### src/alarm_clc_pkg.sv
package alarm_clc_pkg;
  // Serial register addresses (7-bit address field)
  localparam logic [6:0] ADDR_ALARM_MASK = 7'h1D;
  localparam logic [6:0] ADDR_ALARM_STATE = 7'h1E;
  localparam logic [6:0] ADDR_CLC_CTRL = 7'h1F;
  // Alarm state field positions
  localparam int CLAMP_FLAG_BIT = 2;
  localparam int UV_FLAG_BIT = 0;
  // Alarm mask field positions (1 = alarm disabled)
  localparam int CLAMP_MASK_BIT = 2;
  localparam int VF_MASK_BIT = 0;
  // Compensation control field positions
  localparam int DRV_COMP_LSB = 13;
  localparam int DIFF_COMP_LSB = 3;
  localparam int COMP_W = 3;
  // Reset values
  localparam logic [15:0] MASK_RESET = 16'h0000;
  localparam logic [2:0] DIFF_COMP_RESET = 3'h0;
  localparam logic [2:0] DRV_COMP_RESET = 3'h0;
  localparam logic [2:0] COMP_OFF = 3'h0;
  // Serial frame: 7 address bits, read flag, 16 data bits
  localparam int ADDR_W = 7;
  localparam int DATA_W = 16;
  localparam int FRAME_BITS = 24;
  localparam logic [4:0] FRAME_LAST = 5'h17;

  // Per-channel analog detector inputs
  typedef struct packed {
    logic clamp_hit;
    logic uv_hit;
  } detect_s;

  // Decoded serial access, one cycle wide
  typedef struct packed {
    logic wr;
    logic rd_done;
    logic [6:0] addr;
    logic [15:0] data;
  } access_s;
endpackage

### src/alarm_clc_regs.sv
`timescale 1ns/1ns
// Summary of operation
// Clamp flag reported at alarm bit 2
// Clamp flag set by clamp threshold crossing
// Reading alarm state clears latched flags
// Clamp flag sets only when unmasked
// Undervoltage flag reported at alarm bit 0
// Undervoltage flag from fault compare, masked
// Alarm state at 0x1E, writes ignored
// Comparator compensation field bits 5:3
// Zero field means no pre-emphasis
// Enabled alarm latches open-drain alarm pin
// Mask register at 0x1D, host written
// Reserved bits read zero, ignore writes
module alarm_clc_regs #(
  parameter int CHANNELS = 2 // Channels sharing the block
) (
  input wire logic CORE_CLK, // 100 MHz core clock
  input wire logic RESETN, // Async reset, active low
  input wire logic SCLK, // Serial clock pin
  input wire logic CS_N, // Serial chip select pin, active low
  input wire logic SDI, // Serial data in pin
  input wire logic [0:0] CH_SEL, // Channel addressed by the host
  input wire alarm_clc_pkg::detect_s [CHANNELS-1:0] DETECT, // Comparators
  output logic SDO, // Serial data out
  output logic ALARM_N_O, // Alarm pin output level (always low)
  output logic ALARM_N_OE, // Alarm pin drive enable
  output logic [2:0] DIFF_COMP_STRENGTH, // Comparator pre-emphasis
  output logic DIFF_COMP_EN, // Comparator pre-emphasis active
  output logic [2:0] DRV_COMP_CH0, // Driver compensation channel 0
  output logic [2:0] DRV_COMP_CH1 // Driver compensation channel 1
);
  // Pin synchronisers, two stages each
  logic [2:0] pin_s1_q;
  logic [2:0] pin_s2_q;
  logic [0:0] ch_s1_q;
  logic [0:0] ch_s2_q;
  logic [1:0] det_s1_q [CHANNELS];
  logic [1:0] det_s2_q [CHANNELS];

  logic [15:0] mask_q [CHANNELS]; // Alarm mask per channel
  logic [CHANNELS-1:0] clamp_flag_q; // Sticky clamp flags
  logic [CHANNELS-1:0] uv_flag_q; // Sticky undervoltage flags
  logic [CHANNELS-1:0] clr_ch; // Read-clear strobe per channel
  logic [2:0] diff_comp_q; // Comparator compensation field
  logic [2:0] drv_comp_q [CHANNELS]; // Driver compensation field
  logic alarm_q; // Latched alarm pin state
  logic [15:0] rd_word; // Word returned to the host
  logic rd_start; // Read address decoded
  logic [6:0] rd_addr; // Address of a read in progress
  alarm_clc_pkg::access_s acc; // Completed access

  // Pins cross from outside the core clock domain
  always_ff @(posedge CORE_CLK or negedge RESETN) begin
    if (!RESETN) begin
      pin_s1_q <= 3'h2;
      pin_s2_q <= 3'h2;
      ch_s1_q <= 1'h0;
      ch_s2_q <= 1'h0;
    end else begin
      pin_s1_q <= {SCLK, CS_N, SDI};
      pin_s2_q <= pin_s1_q;
      ch_s1_q <= CH_SEL;
      ch_s2_q <= ch_s1_q;
    end
  end

  serial_frame u_frame (
    .clk(CORE_CLK),
    .rst_n(RESETN),
    .sclk_sync(pin_s2_q[2]),
    .cs_n_sync(pin_s2_q[1]),
    .sdi_sync(pin_s2_q[0]),
    .rd_data(rd_word),
    .sdo(SDO),
    .rd_start(rd_start),
    .acc(acc)
  );

  // Address of a read is complete when the read flag arrives
  assign rd_addr = acc.addr;

  // Read mux; unmapped addresses and reserved bits return zero
  always_comb begin
    rd_word = 16'h0000;
    unique case (rd_addr)
      alarm_clc_pkg::ADDR_ALARM_STATE: begin
        rd_word[alarm_clc_pkg::CLAMP_FLAG_BIT] =
          clamp_flag_q[ch_s2_q];
        rd_word[alarm_clc_pkg::UV_FLAG_BIT] = uv_flag_q[ch_s2_q];
      end
      alarm_clc_pkg::ADDR_ALARM_MASK: begin
        rd_word[alarm_clc_pkg::CLAMP_MASK_BIT] =
          mask_q[ch_s2_q][alarm_clc_pkg::CLAMP_MASK_BIT];
        rd_word[alarm_clc_pkg::VF_MASK_BIT] =
          mask_q[ch_s2_q][alarm_clc_pkg::VF_MASK_BIT];
      end
      alarm_clc_pkg::ADDR_CLC_CTRL: begin
        rd_word[15:13] = drv_comp_q[ch_s2_q];
        if (ch_s2_q == 1'b0) begin
          rd_word[5:3] = diff_comp_q;
        end
      end
      default: rd_word = 16'h0000;
    endcase
  end

  // Only the mask and compensation registers accept writes
  always_ff @(posedge CORE_CLK or negedge RESETN) begin
    if (!RESETN) begin
      for (int i = 0; i < CHANNELS; i++) begin
        mask_q[i] <= alarm_clc_pkg::MASK_RESET;
        drv_comp_q[i] <= alarm_clc_pkg::DRV_COMP_RESET;
      end
      diff_comp_q <= alarm_clc_pkg::DIFF_COMP_RESET;
    end else if (acc.wr) begin
      // Writes to the alarm state address fall through unused
      if (acc.addr == alarm_clc_pkg::ADDR_ALARM_MASK) begin
        // Only the two mask bits are kept
        mask_q[ch_s2_q] <= acc.data & 16'h0005;
      end
      if (acc.addr == alarm_clc_pkg::ADDR_CLC_CTRL) begin
        drv_comp_q[ch_s2_q] <= acc.data[15:13];
        if (ch_s2_q == 1'b0) begin
          diff_comp_q <= acc.data[5:3];
        end
      end
    end
  end

  // Read-clear fires at frame end so the word already shifted out
  assign clr_ch = (acc.rd_done &&
    acc.addr == alarm_clc_pkg::ADDR_ALARM_STATE) ?
    (CHANNELS'(1) << ch_s2_q) : '0;

  // Detector inputs, flags per channel; set beats read-clear
  generate
    for (genvar c = 0; c < CHANNELS; c++) begin : g_ch
      always_ff @(posedge CORE_CLK or negedge RESETN) begin
        if (!RESETN) begin
          det_s1_q[c] <= 2'h0;
          det_s2_q[c] <= 2'h0;
        end else begin
          det_s1_q[c] <= {DETECT[c].clamp_hit, DETECT[c].uv_hit};
          det_s2_q[c] <= det_s1_q[c];
        end
      end

      always_ff @(posedge CORE_CLK or negedge RESETN) begin
        if (!RESETN) begin
          clamp_flag_q[c] <= 1'b0;
        end else if (det_s2_q[c][1] &&
          !mask_q[c][alarm_clc_pkg::CLAMP_MASK_BIT]) begin
          clamp_flag_q[c] <= 1'b1;
        end else if (clr_ch[c]) begin
          clamp_flag_q[c] <= 1'b0;
        end
      end

      always_ff @(posedge CORE_CLK or negedge RESETN) begin
        if (!RESETN) begin
          uv_flag_q[c] <= 1'b0;
        end else if (det_s2_q[c][0] &&
          !mask_q[c][alarm_clc_pkg::VF_MASK_BIT]) begin
          uv_flag_q[c] <= 1'b1;
        end else if (clr_ch[c]) begin
          uv_flag_q[c] <= 1'b0;
        end
      end
    end
  endgenerate

  // Alarm pin latches on any flag; stays until reset
  always_ff @(posedge CORE_CLK or negedge RESETN) begin
    if (!RESETN) begin
      alarm_q <= 1'b0;
    end else if (|clamp_flag_q || |uv_flag_q) begin
      alarm_q <= 1'b1;
    end
  end

  // Open drain: drive low only, release otherwise
  assign ALARM_N_O = 1'b0;
  assign ALARM_N_OE = alarm_q;

  // Compensation outputs to the analog blocks
  assign DIFF_COMP_STRENGTH = diff_comp_q;
  assign DIFF_COMP_EN = (diff_comp_q != alarm_clc_pkg::COMP_OFF);
  assign DRV_COMP_CH0 = drv_comp_q[0];
  assign DRV_COMP_CH1 = drv_comp_q[CHANNELS-1];

  // Unmasked clamp event must reach the flag three cycles after the pin
  a_clamp_flag_set: assert property (@(posedge CORE_CLK)
    disable iff (!RESETN)
    det_s2_q[0][1] && !mask_q[0][alarm_clc_pkg::CLAMP_MASK_BIT]
    |=> clamp_flag_q[0])
    else $error("clamp flag not set by unmasked event");

  a_uv_masked_hold: assert property (@(posedge CORE_CLK)
    disable iff (!RESETN)
    !uv_flag_q[0] && mask_q[0][alarm_clc_pkg::VF_MASK_BIT]
    |=> !uv_flag_q[0])
    else $error("masked undervoltage flag set");

  a_read_clears: assert property (@(posedge CORE_CLK)
    disable iff (!RESETN)
    clr_ch[0] && !det_s2_q[0][1] |=> !clamp_flag_q[0])
    else $error("alarm read did not clear flag");

  a_alarm_latch: assert property (@(posedge CORE_CLK)
    disable iff (!RESETN)
    (clamp_flag_q[0] || uv_flag_q[0]) |=> ALARM_N_OE [*3])
    else $error("alarm pin not latched");

  a_state_no_write: assert property (@(posedge CORE_CLK)
    disable iff (!RESETN)
    acc.wr && acc.addr == alarm_clc_pkg::ADDR_ALARM_STATE
    |=> $stable(diff_comp_q) && $stable(mask_q[0]))
    else $error("write to alarm state changed a register");

  a_comp_enable: assert property (@(posedge CORE_CLK)
    disable iff (!RESETN)
    DIFF_COMP_EN == (DIFF_COMP_STRENGTH != 3'h0))
    else $error("pre-emphasis enable disagrees with field");

  a_comp_write: assert property (@(posedge CORE_CLK)
    disable iff (!RESETN)
    acc.wr && acc.addr == alarm_clc_pkg::ADDR_CLC_CTRL && !ch_s2_q[0]
    |=> diff_comp_q == $past(acc.data[5:3]))
    else $error("compensation field not written");

  a_mask_reserved: assert property (@(posedge CORE_CLK)
    disable iff (!RESETN)
    (mask_q[0] & 16'hFFFA) == 16'h0000)
    else $error("reserved mask bits held a value");

  // Open-drain level never goes high; only the enable moves
  a_pin_level_low: assert property (@(posedge CORE_CLK)
    disable iff (!RESETN)
    ALARM_N_O == 1'b0)
    else $error("alarm pin level not low");

  // Once driven, the alarm pin stays driven until reset
  a_alarm_stays: assert property (@(posedge CORE_CLK)
    disable iff (!RESETN)
    ALARM_N_OE |=> ALARM_N_OE)
    else $error("alarm pin released without reset");

  // Any latched flag on either channel drives the pin next cycle
  a_flag_feeds_pin: assert property (@(posedge CORE_CLK)
    disable iff (!RESETN)
    (|clamp_flag_q || |uv_flag_q) |=> ALARM_N_OE)
    else $error("flag did not drive alarm pin");

  // Unmasked undervoltage event reaches the flag
  a_uv_flag_set: assert property (@(posedge CORE_CLK)
    disable iff (!RESETN)
    det_s2_q[0][0] && !mask_q[0][alarm_clc_pkg::VF_MASK_BIT]
    |=> uv_flag_q[0])
    else $error("undervoltage flag not set");

  // Channel 1 flags follow the same rules as channel 0
  a_ch1_clamp_set: assert property (@(posedge CORE_CLK)
    disable iff (!RESETN)
    det_s2_q[1][1] && !mask_q[1][alarm_clc_pkg::CLAMP_MASK_BIT]
    |=> clamp_flag_q[1])
    else $error("channel 1 clamp flag not set");

  a_ch1_uv_set: assert property (@(posedge CORE_CLK)
    disable iff (!RESETN)
    det_s2_q[1][0] && !mask_q[1][alarm_clc_pkg::VF_MASK_BIT]
    |=> uv_flag_q[1])
    else $error("channel 1 undervoltage flag not set");

  // A masked clamp alarm never latches
  a_clamp_masked: assert property (@(posedge CORE_CLK)
    disable iff (!RESETN)
    !clamp_flag_q[0] && mask_q[0][alarm_clc_pkg::CLAMP_MASK_BIT]
    |=> !clamp_flag_q[0])
    else $error("masked clamp flag set");

  // Read-clear also empties the undervoltage flag
  a_uv_read_clears: assert property (@(posedge CORE_CLK)
    disable iff (!RESETN)
    clr_ch[0] && !det_s2_q[0][0] |=> !uv_flag_q[0])
    else $error("alarm read did not clear undervoltage flag");

  // Alarm word carries only the two flag bits
  a_state_reserved: assert property (@(posedge CORE_CLK)
    disable iff (!RESETN)
    rd_start && rd_addr == alarm_clc_pkg::ADDR_ALARM_STATE
    |-> (rd_word & 16'hFFFA) == 16'h0000)
    else $error("alarm word reserved bits not zero");

  // Comparator field only moves on a write to its address
  a_comp_hold: assert property (@(posedge CORE_CLK)
    disable iff (!RESETN)
    !(acc.wr && acc.addr == alarm_clc_pkg::ADDR_CLC_CTRL)
    |=> $stable(diff_comp_q))
    else $error("compensation field changed without write");

  // Mask only moves on a write to the mask address
  a_mask_hold: assert property (@(posedge CORE_CLK)
    disable iff (!RESETN)
    !(acc.wr && acc.addr == alarm_clc_pkg::ADDR_ALARM_MASK)
    |=> $stable(mask_q[0]))
    else $error("mask changed without write");

  // Driver field of channel 0 takes the written bits
  a_drv_write: assert property (@(posedge CORE_CLK)
    disable iff (!RESETN)
    acc.wr && acc.addr == alarm_clc_pkg::ADDR_CLC_CTRL && !ch_s2_q[0]
    |=> drv_comp_q[0] == $past(acc.data[15:13]))
    else $error("driver field not written");
endmodule

### src/serial_frame.sv
`timescale 1ns/1ns
// Serial slave: samples the frame, shifts read data out
module serial_frame (
  input wire logic clk, // Core clock
  input wire logic rst_n, // Async reset, active low
  input wire logic sclk_sync, // Synchronised serial clock
  input wire logic cs_n_sync, // Synchronised chip select, active low
  input wire logic sdi_sync, // Synchronised serial data in
  input wire logic [15:0] rd_data, // Word to shift out on a read
  output logic sdo, // Serial data out
  output logic rd_start, // Pulse: read address decoded
  output alarm_clc_pkg::access_s acc // Decoded access pulses
);
  logic sclk_prev_q; // Previous serial clock level
  logic [4:0] cnt_q; // Bit counter within frame
  logic [23:0] shift_q; // Incoming shift register
  logic [15:0] out_q; // Outgoing shift register
  logic rise; // Serial clock rising edge
  logic fall; // Serial clock falling edge
  logic rd_q; // Frame is a read

  assign rise = sclk_sync & ~sclk_prev_q & ~cs_n_sync;
  assign fall = ~sclk_sync & sclk_prev_q & ~cs_n_sync;

  // Edge history of the serial clock
  always_ff @(posedge clk or negedge rst_n) begin
    if (!rst_n) begin
      sclk_prev_q <= 1'b0;
    end else begin
      sclk_prev_q <= sclk_sync;
    end
  end

  // Bit capture on rising edges; counter restarts when deselected
  always_ff @(posedge clk or negedge rst_n) begin
    if (!rst_n) begin
      cnt_q <= 5'h00;
      shift_q <= 24'h000000;
      rd_q <= 1'b0;
    end else if (cs_n_sync) begin
      cnt_q <= 5'h00;
      rd_q <= 1'b0;
    end else if (rise) begin
      shift_q <= {shift_q[22:0], sdi_sync};
      if (cnt_q != alarm_clc_pkg::FRAME_LAST) begin
        cnt_q <= cnt_q + 5'h01;
      end
      if (cnt_q == 5'h07) begin
        rd_q <= sdi_sync;
      end
    end
  end

  // Read flag arrives as bit 7; load output word once address known
  assign rd_start = rise && (cnt_q == 5'h07) && sdi_sync;

  // Output shift: change on falling edge so the host samples on rising
  always_ff @(posedge clk or negedge rst_n) begin
    if (!rst_n) begin
      out_q <= 16'h0000;
      sdo <= 1'b0;
    end else if (rd_start) begin
      out_q <= rd_data;
    end else if (fall && rd_q) begin
      sdo <= out_q[15];
      out_q <= {out_q[14:0], 1'b0};
    end else if (cs_n_sync) begin
      sdo <= 1'b0;
    end
  end

  // Access pulse on the last rising edge of a full frame
  always_comb begin
    acc = '0;
    acc.addr = shift_q[6:0];
    acc.data = {shift_q[14:0], sdi_sync};
    if (rise && cnt_q == alarm_clc_pkg::FRAME_LAST) begin
      acc.addr = shift_q[22:16];
      acc.wr = ~shift_q[15];
      acc.rd_done = shift_q[15];
    end
  end
endmodule

### config.mk
export PLATFORM = sky130hd
export DESIGN_NAME = alarm_clc_regs
export DESIGN_NICKNAME = d
export VERILOG_FILES = /design/src/alarm_clc_pkg.sv /design/src/alarm_clc_regs.sv /design/src/serial_frame.sv
export SDC_FILE = /design/constraint.sdc
export NUM_CORES = 1
export LEC_CHECK = 0
export BUFFER_PORTS_ARGS = -buffer_cell sky130_fd_sc_hd__buf_4
export CAP_MARGIN = 20
export CORE_MARGIN = 2
export CORE_UTILIZATION = 58
export DETAILED_ROUTE_END_ITERATION = 8
export GPL_TIMING_DRIVEN = 0
export PLACE_DENSITY_LB_ADDON = 0.3
export REMOVE_ABC_BUFFERS = 1
export SYNTH_ARGS = -nofsm -noshare
export SYNTH_HDL_FRONTEND = slang
export SYNTH_SLANG_ARGS = --single-unit
### constraint.sdc
create_clock -name CORE_CLK -period 5.4 [get_ports CORE_CLK]
set_input_delay 0.81 -clock CORE_CLK [delete_from_list [all_inputs] [get_ports CORE_CLK]]
set_output_delay 0.81 -clock CORE_CLK [all_outputs]
set_load 0.02 [all_outputs]
; ---- Word-level counts from Yosys, hierarchy flattened
; Index checks and enable logic that the tools add are counted.
[word_totals]
output_inout_bits = 13
input_bits = 10
wordCells = 119
register_bits = 109
[op_classes]
n_eq_ne = 6
reduce_logical = 34
mux = 39
addsub = 1
shifts = 1
n_lt_le_gt_ge = 3
n_bitwise = 11
[ops]
columns = op, count
row1 = two-way mux 16 bit, 3
row2 = bitwise mux 32 bit, 1
row3 = two-way mux 3 bit, 10
row4 = "equality test 7 x 5 -> 1 bit, second input constant", 3
row5 = nonzero test 2 bit, 9
row6 = demux 16 bit (select 1 bit), 1
row7 = two-way mux 1 bit, 15
row8 = two-way mux 5 bit, 3
row9 = AND reduction 2 bit, 6
row10 = logical AND 1 bit, 10
row11 = two-way mux 9 bit, 1
row12 = bitwise mux 6 bit, 1
row13 = inverter 1 bit, 6
row14 = "adder 5 x 1 -> 5 bit, second input constant", 1
row15 = "equality test 5 x 3 -> 1 bit, second input constant", 1
row16 = "equality test 5 bit, second input constant", 1
row17 = "!= test 5 bit, second input constant", 1
row18 = bitwise AND 1 bit, 4
row19 = logical NOT 1 bit, 4
row20 = one-hot mux 1 bit (2 select lines), 2
row21 = OR reduction 2 bit, 2
row22 = demux 3 bit (select 1 bit), 1
row23 = AND reduction 3 bit, 1
row24 = nonzero test 3 bit, 1
row25 = 7 further kinds, 7

; ---- Longest topological paths before layout
[logic_depth]
depth_word = 10
ltp_mapped = 6

; ---- Cells and area by module
; Synthesis repeated with hierarchy kept, for this count alone.
[hier_totals]
hier_cells = 272
hier_area_um2 = 3602.2
[by_module_without_submodules]
columns = mod, seq_area_each_um2, cells_each, area_per_inst_um2, n_inst
row1 = serial_frame, 1176.1, 173, 2234.6, 1
row2 = alarm_clc_regs, 853.3, 99, 1367.6, 1

; ---- Least setup slack after synthesis
; Ideal clock, no wire load.
[synth_timing]
path_type = register -> register
startpoint = reg u_frame.cnt_q[0]
endpoint = reg drv_comp_q, in the netlist DRV_COMP_CH1[0]
t_arrival_ns = 1.847
n_path_buf = 1
slack_ns = 3.428
stages_incl_launch_ff = 6
period_less_slack_ns = 1.972
required_ns = 5.275
path_cell_list = dfrtp_1 ha_1 nand4b_1 clkbuf_1 or4_4 mux2_4
[synth_between]
elab_chain_cells = 5
[synth_rtl]
columns = item, line_no
row1 = start: declaration, serial_frame.sv:15  ; logic [4:0] cnt_q;
row2 = start signal: assignment, serial_frame.sv:46  ; cnt_q <= cnt_q + 5'h01;
row3 = equality test 5 bit (*), serial_frame.sv:77  ; if (rise && cnt_q == alarm_clc_pkg::FRAME_LAST) begin
row4 = logical AND 1 bit (*), serial_frame.sv:77
row5 = two-way mux 9 bit (*), serial_frame.sv:77
row6 = equality test 7 x 5 -> 1 bit, alarm_clc_regs.sv:122  ; if (acc.addr == alarm_clc_pkg::ADDR_CLC_CTRL) begin
row7 = AND reduction 2 bit (no source line) (*), n/a
row8 = end signal: indexed assignment, alarm_clc_regs.sv:113  ; drv_comp_q[i] <= alarm_clc_pkg::DRV_COMP_RESET;
row9 = end signal: indexed assignment, alarm_clc_regs.sv:123  ; drv_comp_q[ch_s2_q] <= acc.data[15:13];
row10 = end: declaration, alarm_clc_regs.sv:46  ; logic [2:0] drv_comp_q [CHANNELS];
; Mark *: on every way between the ends. The rest lies on a longest branch, timed or not.
; A chain may end at the register's enable or synchronous reset.

; ---- Worst setup path in the final report
[layout_timing]
startpoint = reg pin_s2_q[2]
endpoint = reg mask_q[0] in the netlist's numbering
[layout_between]
elab_chain_cells = 6
[layout_rtl]
columns = item, line_no
row1 = start: declaration, alarm_clc_regs.sv:35  ; logic [2:0] pin_s2_q;
row2 = start signal: assignment, alarm_clc_regs.sv:62  ; pin_s2_q <= pin_s1_q;
row3 = bitwise AND 1 bit (*) (2 in a row), serial_frame.sv:22  ; assign rise = sclk_sync & ~sclk_prev_q & ~cs_n_sync;
row4 = logical AND 1 bit (*), serial_frame.sv:77
row5 = two-way mux 9 bit (*), serial_frame.sv:77
row6 = equality test 7 x 5 -> 1 bit, alarm_clc_regs.sv:118  ; if (acc.addr == alarm_clc_pkg::ADDR_ALARM_MASK) begin
row7 = AND reduction 2 bit (no source line) (*), n/a
row8 = end signal: indexed assignment, alarm_clc_regs.sv:112  ; mask_q[i] <= alarm_clc_pkg::MASK_RESET;
row9 = end signal: indexed assignment, alarm_clc_regs.sv:120  ; mask_q[ch_s2_q] <= acc.data & 16'h0005;
row10 = end: declaration, alarm_clc_regs.sv:41  ; logic [15:0] mask_q [CHANNELS];
; Marks and branches as above.

==> flow_metrics.env <==
export IMPL_diodes=0
export IMPL_place_ws_ps=2680
export IMPL_yosysSeqAreaShare_pct=60.1
export IMPL_ys_types=44
export IMPL_drive_gt1_share_pct=19.8
export IMPL_fillers=419
export IMPL_ys_ff_latch=81
export IMPL_grt_usage_pct=21.1
export IMPL_fin_worst_skew_ps=6.52
export IMPL_drc=0
export IMPL_required_ps=5630
export IMPL_cts_inserted_buffers=9
export IMPL_hold_buffers=0
export IMPL_avgSynthCellArea_um2=11.1
export IMPL_final_util_pct=67.9
export IMPL_hp_class="reg2reg"
export IMPL_critPathArrivalTime_ps=2950
export IMPL_area_growth_pct=12.2
export IMPL_place_gp_congestion=0.789
export IMPL_place_inst=384
export IMPL_start_kind="register"
export IMPL_powerDensity_nw_per_um2=298
export IMPL_end_kind="register"
export IMPL_synthCells=305
export IMPL_status="completed"
export IMPL_ys_warn_count=0
export IMPL_min_delay_start="det_s1_q[0]"
export IMPL_fp_dieH_um=80.3
export IMPL_slew_violations=0
export IMPL_die_w_um=80.3
export IMPL_reg2reg_from="pin_s2_q[2]"
export IMPL_fin_crit_ps=2720
export IMPL_antenna_found_initial=0
export IMPL_tightest_slew_ps=1000
export IMPL_initial_core_util_pct=60.5
export IMPL_path_clk_slew_ps=70
export IMPL_post_cts_buffers=0
export IMPL_finalHoldViolations=0
export IMPL_core_um2=5570
export IMPL_grt_pass1_vias=2178
export IMPL_crit_start="pin_s2_q[2]"
export IMPL_rsz0062_at_grt="no"
export IMPL_final_cells=400
export IMPL_vias_per_cell=5.67
export IMPL_setup_viol=0
export IMPL_nets=334
export IMPL_final_common_cell="nand2_1"
export IMPL_fmax_ghz=0.368
export IMPL_cts_tree="done"
export IMPL_drtPass1Iterations=4
export IMPL_routed_wl_mm=5.87
export IMPL_htree_levels=3
export IMPL_grt_max_degree=82
export IMPL_slew_headroom_pct=33.1
export IMPL_synthArstFlopShare_pct=100
export IMPL_ys_flop_type="dfrtp_1"
export IMPL_vias=2268
export IMPL_critPathMaxFanout=27
export IMPL_fp_row_count=27
export IMPL_power_leakage_nw=1.80
export IMPL_syn_area_um2=3370
export IMPL_dp_hpwl_mm=3.87
export IMPL_ant_nets=0
export IMPL_numPortBuffers=21
export IMPL_timing_critical_path_buf_inv=0
export IMPL_overflow=0
export IMPL_final_setup_worst_slack_ps=2680
export IMPL_timing_hold_ws_ps=348
export IMPL_clock_latency_ps=350
export IMPL_tns_ps=0
export IMPL_critPathMaxStageDelay_ps=880
export IMPL_fin_crit_sh_pct=50.3
export IMPL_ctsResizeCount=0
export IMPL_clock_sinks=81
export IMPL_drtIter0Drc=130
export IMPL_mostFrequentLayoutCells="nand2_1, dfrtp_1, buf_4, mux2_2, a22o_1"
export IMPL_power_mw=1.13
export IMPL_final_area_um2=3790
export IMPL_die_area_um2=6440
export IMPL_cp_top_family="simple AND/OR/NAND/NOR gates"
export IMPL_cap_violations=0
export IMPL_grt_pass1_wl_mm=10.3
export IMPL_synth_edf_count=0
export IMPL_dpl_cell_area_um2=3590
export IMPL_clk_path_buf_depth=2
export IMPL_crit_slowest_cell="nor3b_4"
export IMPL_crit_chain="nor3b_4, nand3_2, nor4_1, mux2_2"
export IMPL_cts_root_buf="clkbuf_8"
export IMPL_crit_type="reg2reg"
export IMPL_wl_per_cell_um=14.7
export IMPL_irDropWorstVdd_v=0.000281
export IMPL_ioPinCount=23
==> layer usage <==
| layer | GRT usage, % | routed length [um] | vias up | part of all wire [%] |
|---|---|---|---|---|
| met1 | 29.1 | 2780 | 1132 | 47 |
| met5 | 0 | 0 | - | 0 |
| li1 | - | - | 1095 | - |
| met2 | 32.2 | 2790 | 33 | 47 |
| met3 | 6.74 | 237 | 8 | 4.0 |
| met4 | 6.44 | 71 | 0 | 1.2 |
==> path summary, 6_finish.rpt <==
kind / end / slack, ps / cells after the start
max reg2reg: mask_q[0] / 2680 / 4
min in group asynchronous: u_frame.cnt_q[0] / 620 / 1
max in group asynchronous: u_frame.shift_q[20] / 4170 / 1
min reg2reg: det_s2_q[0] / 350 / 0
max: mask_q[0] / 2680 / 4
min: det_s2_q[0] / 350 / 0
==> kinds of logic after synthesis <==
family | count (synthesis) | synth area share, %
AOI/OAI and AO/OA | 37 | 8.27
xor gates and xnor gates | 4 | 1.04
adders and majority gates | 1 | 0.371
buffers and inverters | 19 | 2.22
DFF | 81 | 60.1
muxes | 20 | 6.82
other | 1 | 0.111
and+or+nand+nor | 142 | 21.0
==> state kept, by name, summed over array words and instances (netlist names) <==
signal	flops
ALARM_N_OE	1
DIFF_COMP_STRENGTH	3
DRV_COMP_CH0	3
DRV_COMP_CH1	3
ch_s1_q	1
ch_s2_q	1
clamp_flag_q	2
det_s1_q	4
det_s2_q	4
mask_q	4
pin_s1_q	3
pin_s2_q	3
u_frame.cnt_q	5
u_frame.out_q	16
u_frame.rd_q	1
u_frame.sclk_prev_q	1
u_frame.sdo	1
u_frame.shift_q	23
uv_flag_q	2
==> power breakdown <==
group	internal [mW]	leakage [nW]	switching, mW
Sequential	0.629	1.06	0.0230
Clock	0.227	0.0970	0.204
Combinational	0.0178	0.641	0.0277
Total	0.874	1.80	0.254
==> cell type report <==
class	instances	area, um2	area share (%)
sequential	81	2030	53.6
multi-input combinational	205	1290	34.1
timing repair buffer	22	165	4.36
clock buffer	12	145	3.83
tap	72	90.1	2.38
clock inverter	4	51.3	1.35
inverter	4	15.0	0.396
==> synth_stat cells (4+ instances only) <==
cell type | count | area [um2]
nand2b_1 | 4 | 25.0
nand2_1 | 87 | 327
dfrtp_1 | 79 | 1980
mux2i_1 | 5 | 50.1
xor2_1 | 4 | 35.0
nand3_1 | 7 | 35.0
a22o_1 | 12 | 105
mux2_2 | 12 | 135
nor3_1 | 5 | 25.0
nor4_1 | 7 | 43.8
or4b_2 | 4 | 40.0
inv_1 | 4 | 15.0
nor2_1 | 9 | 33.8
clkbuf_1 | 13 | 48.8
a211oi_1 | 5 | 37.5
o21ai_0 | 5 | 25.0
Power figures use the tool's default switching activity.
